<file path="config.mk">
export PLATFORM = sky130hd
export DESIGN_NAME = sleep_power_ctrl
export DESIGN_NICKNAME = d
export VERILOG_FILES = /design/src/core/spmc_pkg.sv /design/src/core/spmc_counter.sv /design/src/core/sleep_power_ctrl.sv
export SDC_FILE = /design/constraint.sdc
export NUM_CORES = 1
export LEC_CHECK = 0
export BUFFER_PORTS_ARGS = -buffer_cell sky130_fd_sc_hd__buf_2
export CAP_MARGIN = 10
export CELL_PAD_IN_SITES_DETAIL_PLACEMENT = 0
export CELL_PAD_IN_SITES_GLOBAL_PLACEMENT = 2
export CORE_UTILIZATION = 31
export DETAILED_ROUTE_END_ITERATION = 6
export HOLD_SLACK_MARGIN = 0.12
export PLACE_DENSITY = 0.86
export SYNTH_ARGS = -nofsm -noshare
export SYNTH_HDL_FRONTEND = slang
export SYNTH_SLANG_ARGS = --single-unit
</file>
<file path="constraint.sdc">
create_clock -name clk -period 2.7 [get_ports clk]
set_input_delay 0.27 -clock clk [delete_from_list [all_inputs] [get_ports clk]]
set_output_delay 0.27 -clock clk [all_outputs]
set_load 0.1 [all_outputs]
</file>
<file path="src/core/spmc_pkg.sv">
package spmc_pkg;
  // control register field positions
  localparam int CTL_SLEEP_EN_BIT = 0;
  localparam int CTL_MODE_LO = 1;
  localparam int CTL_MODE_HI = 3;
  localparam int CTL_BOD_OFF_BIT = 4;
  localparam logic [7:0] CTL_RESET = 8'h00;
  // peripheral gate register field positions
  localparam int GATE_CONVERTER = 0;
  localparam int GATE_TIMER_ZERO = 1;
  localparam int GATE_TIMER_ONE = 2;
  localparam int GATE_SPI = 3;
  localparam int GATE_TWOWIRE = 4;
  localparam logic [4:0] GATE_RESET = 5'h00;
  // sleep mode codes
  localparam logic [2:0] MODE_IDLE = 3'h0;
  localparam logic [2:0] MODE_NOISE = 3'h1;
  localparam logic [2:0] MODE_PDOWN = 3'h2;
  localparam logic [2:0] MODE_STANDBY = 3'h4;
  // wake timing
  localparam int WAKE_HALT_CYCLES = 4;
  localparam int OSC_START_CYCLES = 6;
  localparam int CLK_MHZ = 125;
  localparam int BOD_SETTLE_US = 60;
  localparam int BOD_SETTLE_CYCLES = BOD_SETTLE_US * CLK_MHZ;
  localparam int PROTECT_WINDOW_CYCLES = 4;
  // controller states
  typedef enum logic [3:0] {
    ST_RUN = 4'h1,
    ST_SLEEP = 4'h2,
    ST_START = 4'h4,
    ST_HALT = 4'h8
  } spmc_state_type;
endpackage

</file>
<file path="src/core/spmc_counter.sv">
// loadable down counter, done while zero
module spmc_counter #(
  parameter int WIDTH = 16
) (
  input wire logic clk,
  input wire logic rst_n,
  input wire logic clkEn,
  input wire logic load,
  input wire logic [WIDTH-1:0] loadValue,
  output logic done
);
  logic [WIDTH-1:0] count;
  logic [WIDTH-1:0] next_count;

  // next count
  always_comb begin
    next_count = count;
    if (load) begin
      next_count = loadValue;
    end else if (count != '0) begin
      next_count = count - WIDTH'(1);
    end
  end

  // count register
  always_ff @(posedge clk or negedge rst_n) begin
    if (!rst_n) begin
      count <= '0;
    end else if (clkEn) begin
      count <= next_count;
    end
  end

  assign done = (count == '0);
endmodule // spmc_counter

</file>
<file path="src/core/sleep_power_ctrl.sv">
// Behaviour
// - idle stops core and flash clocks
// - noise mode also stops io clock
// - power-down stops oscillator and all clocks
// - power-down wakes on four async sources
// - standby like power-down, oscillator kept
// - deep modes: level irq0, address match, pin change, watchdog only
// - wake halts core four cycles plus startup
// - register file and sram kept intact
// - reset while asleep restarts from vector
// - idle or noise mode starts conversion
// - brown-out off during sleep, on at wake
// - wake delayed sixty microseconds after bod-off
// - bod-off bit resets zero, deep modes only
// - bod-off set only by protected sequence
// - gated peripheral frozen, registers inaccessible
// - clearing gate bit resumes peripheral clock
// - peripheral gating meaningful in active, idle
// - comparator disabled in power-down
// - input buffers off when io clock stops
// - watchdog stays enabled; fused bod too, except bod-off deep sleep
// - converter restart needs extended conversion
// - control bits: enable 0, mode 3:1, bod 4
// - bod-off clears on wake or plain zero
// - gate bits: twi4 spi3 t1 2 t0 1 adc0
module sleep_power_ctrl #(
  parameter int BOD_SETTLE = spmc_pkg::BOD_SETTLE_CYCLES
) (
  input wire logic clk,
  input wire logic rst_n,
  input wire logic clkEn,
  input wire logic ctlWrite,
  input wire logic [7:0] ctlWriteData,
  output logic [7:0] coreControlReg,
  input wire logic gateWrite,
  input wire logic [4:0] gateWriteData,
  output logic [4:0] peripheralClockGateReg,
  input wire logic protectUnlock,
  input wire logic sleepInstr,
  input wire logic irqPending,
  input wire logic externalIrqZero,
  input wire logic extIrqLevelMode,
  input wire logic pinChangeIrq,
  input wire logic watchdogIrq,
  input wire logic twoWireAddrMatch,
  input wire logic converterEnabled,
  input wire logic brownoutFuseEnabled,
  input wire logic watchdogEnabled,
  output logic coreClkEn,
  output logic flashClkEn,
  output logic ioClkEn,
  output logic converterClkEn,
  output logic oscillatorEn,
  output logic [4:0] peripheralClkEn,
  output logic coreStall,
  output logic asleep,
  output logic brownoutDetectorEn,
  output logic watchdogRun,
  output logic comparatorDisable,
  output logic inputBufferDisable,
  output logic conversionStart,
  output logic extendedConversion,
  output logic wakeIrqTaken
);
  spmc_pkg::spmc_state_type state;
  spmc_pkg::spmc_state_type next_state;
  logic [7:0] ctl;
  logic [7:0] next_ctl;
  logic [4:0] gate;
  logic [4:0] next_gate;
  logic [2:0] mode;
  logic [2:0] next_mode;
  logic bodOff;
  logic next_bodOff;
  logic [2:0] protectCnt;
  logic [2:0] next_protectCnt;
  logic convStart;
  logic next_convStart;
  logic convWasOn;
  logic convNeedExt;
  logic next_convNeedExt;
  logic wakeEvent;
  logic validSleep;
  logic deepMode;
  logic cntLoad;
  logic [15:0] cntValue;
  logic cntDone;
  logic [2:0] selMode;

  assign selMode = ctl[spmc_pkg::CTL_MODE_HI:spmc_pkg::CTL_MODE_LO];
  assign validSleep = ctl[spmc_pkg::CTL_SLEEP_EN_BIT]
    && (selMode == spmc_pkg::MODE_IDLE || selMode == spmc_pkg::MODE_NOISE
    || selMode == spmc_pkg::MODE_PDOWN || selMode == spmc_pkg::MODE_STANDBY);
  assign deepMode = (mode == spmc_pkg::MODE_PDOWN) || (mode == spmc_pkg::MODE_STANDBY);

  // wake source qualification per mode
  always_comb begin
    // level irq0, address match, pin change and watchdog only
    wakeEvent = watchdogIrq || pinChangeIrq || twoWireAddrMatch
      || (externalIrqZero && extIrqLevelMode);
    if (mode == spmc_pkg::MODE_IDLE) begin
      wakeEvent = irqPending;
    end
  end

  // sleep and wake sequencing
  always_comb begin
    next_state = state;
    next_mode = mode;
    cntLoad = 1'b0;
    cntValue = 16'h0000;
    case (state)
      spmc_pkg::ST_RUN: begin
        if (sleepInstr && validSleep) begin
          next_state = spmc_pkg::ST_SLEEP;
          next_mode = selMode;
        end
      end
      spmc_pkg::ST_SLEEP: begin
        if (wakeEvent) begin
          next_state = spmc_pkg::ST_START;
          cntLoad = 1'b1;
          // long settle after bod was off
          if (bodOff) begin
            cntValue = 16'(BOD_SETTLE);
          end else if (mode == spmc_pkg::MODE_PDOWN) begin
            cntValue = 16'(spmc_pkg::OSC_START_CYCLES);
          end
        end
      end
      spmc_pkg::ST_START: begin
        if (cntDone) begin
          next_state = spmc_pkg::ST_HALT;
          cntLoad = 1'b1;
          cntValue = 16'(spmc_pkg::WAKE_HALT_CYCLES - 1);
        end
      end
      spmc_pkg::ST_HALT: begin
        if (cntDone) begin
          next_state = spmc_pkg::ST_RUN;
        end
      end
      default: next_state = spmc_pkg::ST_RUN;
    endcase
  end

  // wake delay counter
  spmc_counter #(
    .WIDTH(16)
  ) u_delay (
    .clk(clk),
    .rst_n(rst_n),
    .clkEn(clkEn),
    .load(cntLoad),
    .loadValue(cntValue),
    .done(cntDone)
  );

  // control and gate registers
  always_comb begin
    next_ctl = ctl;
    next_gate = gate;
    next_bodOff = bodOff;
    next_protectCnt = (protectCnt != 3'h0) ? protectCnt - 3'h1 : 3'h0;
    if (protectUnlock) begin
      next_protectCnt = 3'(spmc_pkg::PROTECT_WINDOW_CYCLES);
    end
    if (ctlWrite) begin
      next_ctl = ctlWriteData & 8'h1f;
      if (ctlWriteData[spmc_pkg::CTL_BOD_OFF_BIT] && protectCnt != 3'h0) begin
        next_ctl[spmc_pkg::CTL_BOD_OFF_BIT] = 1'b1;
      end else if (!ctlWriteData[spmc_pkg::CTL_BOD_OFF_BIT]) begin
        next_ctl[spmc_pkg::CTL_BOD_OFF_BIT] = 1'b0;
      end else begin
        next_ctl[spmc_pkg::CTL_BOD_OFF_BIT] = ctl[spmc_pkg::CTL_BOD_OFF_BIT];
      end
    end
    if (gateWrite) begin
      next_gate = gateWriteData;
    end
    // bod off at deep sleep entry
    if (state == spmc_pkg::ST_RUN && next_state == spmc_pkg::ST_SLEEP) begin
      next_bodOff = ctl[spmc_pkg::CTL_BOD_OFF_BIT]
        && (selMode == spmc_pkg::MODE_PDOWN || selMode == spmc_pkg::MODE_STANDBY);
    end
    if (state == spmc_pkg::ST_SLEEP && wakeEvent) begin
      next_ctl[spmc_pkg::CTL_BOD_OFF_BIT] = 1'b0;
    end
    if (state == spmc_pkg::ST_HALT && cntDone) begin
      next_bodOff = 1'b0;
    end
  end

  // converter conversion tracking
  always_comb begin
    // entering idle or noise starts conversion
    next_convStart = state == spmc_pkg::ST_RUN && next_state == spmc_pkg::ST_SLEEP
      && converterEnabled
      && (selMode == spmc_pkg::MODE_IDLE || selMode == spmc_pkg::MODE_NOISE);
    // off then on needs extended conversion
    next_convNeedExt = convNeedExt;
    if (!convWasOn && converterEnabled) begin
      next_convNeedExt = 1'b1;
    end else if (convStart) begin
      next_convNeedExt = 1'b0;
    end
  end

  always_ff @(posedge clk or negedge rst_n) begin
    if (!rst_n) begin
      state <= spmc_pkg::ST_RUN;
      mode <= spmc_pkg::MODE_IDLE;
      ctl <= spmc_pkg::CTL_RESET;
      gate <= spmc_pkg::GATE_RESET;
      bodOff <= 1'b0;
      protectCnt <= 3'h0;
      convStart <= 1'b0;
      convWasOn <= 1'b0;
      convNeedExt <= 1'b1;
    end else if (clkEn) begin
      state <= next_state;
      mode <= next_mode;
      ctl <= next_ctl;
      gate <= next_gate;
      bodOff <= next_bodOff;
      protectCnt <= next_protectCnt;
      convStart <= next_convStart;
      convWasOn <= converterEnabled;
      convNeedExt <= next_convNeedExt;
    end
  end

  assign asleep = (state == spmc_pkg::ST_SLEEP);
  // no storage touched, core only stalled
  assign coreStall = (state != spmc_pkg::ST_RUN);
  assign coreClkEn = !asleep;
  assign flashClkEn = !asleep;
  assign ioClkEn = !asleep || mode == spmc_pkg::MODE_IDLE;
  assign converterClkEn = !asleep || mode == spmc_pkg::MODE_IDLE || mode == spmc_pkg::MODE_NOISE;
  assign oscillatorEn = !(asleep && mode == spmc_pkg::MODE_PDOWN);
  // gating on top of sleep gating
  always_comb begin
    peripheralClkEn = ~gate & {5{ioClkEn}};
    peripheralClkEn[spmc_pkg::GATE_CONVERTER] = !gate[spmc_pkg::GATE_CONVERTER] && converterClkEn;
  end
  assign brownoutDetectorEn = brownoutFuseEnabled && !(asleep && bodOff && deepMode);
  assign watchdogRun = watchdogEnabled;
  assign comparatorDisable = asleep && mode == spmc_pkg::MODE_PDOWN;
  // input buffers off without io clock
  assign inputBufferDisable = !ioClkEn;
  assign conversionStart = convStart;
  assign extendedConversion = convNeedExt;
  assign wakeIrqTaken = (state == spmc_pkg::ST_HALT) && cntDone;
  assign coreControlReg = ctl;
  assign peripheralClockGateReg = gate;
endmodule // sleep_power_ctrl

</file>
==> metrics.txt <==
Crit path max-delay family buffers and inverters; clock sink count 40; Int Power 1310 uW; post-synthesis cell count 240; gr usage total 15.6%; worst endpoint required time 2430 ps; largest net degree at the start of global routing 41; share of cells above drive strength 1 34.7%; Worst Setup Start Kind flip-flop; initial core utilization 32.6%; Post-CTS Hold Fix Bufs 0; number of buffers and inverters on the critical path 4; switch share 48.2%; Max Fclk 388 MHz; Post-Syn Area 0.00225 mm^2; die area 0.00761 mm^2; endpoints failing hold 0; switching power 1220 uW; global-route wire length before repair 9.06 mm; htree depth 2; Port Buffers 52; CTS tree done; CP Max Fanout 7; flops & latches, synth 40; sequential area share after synthesis 44.6%; fin crit share 95.3%; Max clock buf depth 2; Data arrival, critical path 2300 ps; vias in the first global route 1900; Post-DP HPWL 3.98 mm; nets@finish 335; Clock Tree Root clkbuf_8; status complete, no violations; # DRC 0; crit-path most repeated cell clkinvlp_4; combinational power share 44.5%; min-delay worst type in -> async; Peak VDD IR 0.439 mV; vias per cell 4.97; number of distinct library cells after synthesis 49; post-route ant nets 0; WL final 5.45 mm; GRT overflow 0; RSZ-0062 raised after global routing false; Pre-antenna DRT Iters 4; CP peak stage delay 620 ps; Final WS setup 126 ps; Final Power 2530 uW; EDFF count, synth 0; Clock Power Share 16.5%; syn avg cell area 9.38 um^2; cell row count 30; P&R area growth vs syn 28.3%; setup TNS 0 ps; pre-CTS WS 408 ps; placer congestion estimate 0.745; pwr/cell area 877 mW/mm^2; initial antenna violation count 0; die height 87.2 um; ant diodes 0; Worst-Skew Late Latency 300 ps; worst-path cell with the longest stage delay or4b_4; Setup Viol. Count Final 0; number of synthesis warnings 0; max-slew violation count 0; top_reg_cell synth dfrtp_1; min Tclk post-route 2570 ps; CTS Buf Count 5; critical setup path kind reg -> out; Slew HR 37.7%; clock slew at reported path FFs 90 ps; Worst Tran Pin Value 935 ps; Worst Setup End Kind output port; drt wl/cell 13.6 um; core area 0.00691 mm^2; Vias 1984; Reg power frac 39.1%; leak pwr 0.00124 uW; final setup skew 10.9 ps; number of max-cap violations 0; die width 87.2 um; drt initial violations 87; Top Ports 61; critical path, cell by cell or4b_4, clkinvlp_4, and2_1, buf_4, clkinvlp_4, buf_2; asr flop ratio synth 100%
sequential cells by signal, indices dropped and copies added, names as in the netlist:
name,cells
u_delay.count,16
coreControlReg,5
peripheralClockGateReg,5
state,4
mode,3
protectCnt,3
bodOff,1
convWasOn,1
conversionStart,1
extendedConversion,1
synthesized netlist by cell type (all sizes together), types with 8 or more instances:
cell type / number / share of area [%]
dfrtp: 38 / 42
nand2: 16 / 2.7
o21ai: 16 / 3.6
nor2: 21 / 3.5
mux2: 12 / 6.0
or3: 9 / 2.5
nor3: 8 / 1.8
inv: 17 / 2.8
buf: 8 / 2.3
a21oi: 22 / 4.9
cell usage in the layout (no fill, tap or decap), drive strengths merged, types with 4 or more instances in the layout:
cell,n
buf,66
dfrtp,38
a21oi,22
nor2,21
nand2,16
o21ai,16
inv,14
mux2,12
or3,9
nor3,8
clkinvlp,5
o22ai,5
clkbuf,5
nor4,5
o31ai,5
a31oi,4
o2bb2ai,4
ha,4
worst register-to-register path, delay by kind of cell, from the launching register on:
kind,cells,cell delay [ps]
buffers and inverters,1,200
AND/OR/NAND/NOR,2,1090
flip-flops,1,450
AO/OA/AOI/OAI,3,490
power groups by stage:
stage / registers (uW) / logic (uW) / clock network (uW)
2_1_floorplan: 1140 / 748 / 0
3_3_place_gp: 998 / 1120 / 0
3_5_place_dp: 1010 / 1130 / 0
4_1_cts: 993 / 1130 / 440
5_1_grt: 1030 / 1220 / 461
6_report: 990 / 1130 / 417
repair_timing:
action / in CTS / in global routing
endpoints found under the setup margin: 0 / 1
setup buffers: 0 / 2
resized for setup: 0 / 0
routing by layer:
layer | GRT usage (%) | wire length (um) | vias up
li1 | - | - | 994
met1 | 19.7 | 2570 | 955
met2 | 26.7 | 2650 | 27
met3 | 2.84 | 151 | 8
met4 | 5.51 | 73 | 0
met5 | 0 | 0 | -
cells by family (layout without fill, tap and decap cells):
family | count (synthesis) | in the layout | share of synthesized area [%]
simple gates | 77 | 77 | 17.8
compound gates | 71 | 71 | 21.2
flops | 40 | 40 | 44.6
xor+xnor | 3 | 3 | 1.17
mux | 13 | 13 | 6.44
other cells | 1 | 3 | 0.167
fa+ha+maj | 5 | 5 | 2.67
buf+inv | 30 | 91 | 6.00
per-stage QoR:
stage                     std cells  util [%]  hold WS, ps  area (um^2)
final                           399      41.8         96.9         2890
after global routing            399      41.8          182         2890
after CTS                       397      41.6          141         2870
after detailed placement        389      40.3          476         2780
after global placement          389      40.3          466         2780
after floorplan                 242         -        -25.6         2390
layout make-up:
| class | count | area [um^2] |
|---|---|---|
| Fill cell | 731 | 4020 |
| Multi-Input combinational cell | 172 | 1200 |
| Inverter | 17 | 75.1 |
| Sequential cell | 40 | 1000 |
| Tap cell | 96 | 120 |
| Clock buffer | 5 | 68.8 |
| Timing Repair Buffer | 66 | 395 |
| Clock inverter | 3 | 23.8 |
path summary, 6_finish.rpt:
kind | endpoint | cells after the start | startpoint | slack (ps)
max | ioClkEn | 6 | state[2] | 130
min | coreControlReg[2] | 1 | rst_n | 100
max reg2reg | u_delay.count[7] | 6 | state[2] | 400
min reg2reg | protectCnt[1] | 2 | protectCnt[1] | 490
max in group asynchronous | u_delay.count[10] | 1 | rst_n | 2020
min in group clk | coreControlReg[0] | 2 | ctlWriteData[0] | 190
Note: power is estimated with default switching activity, not from simulation.
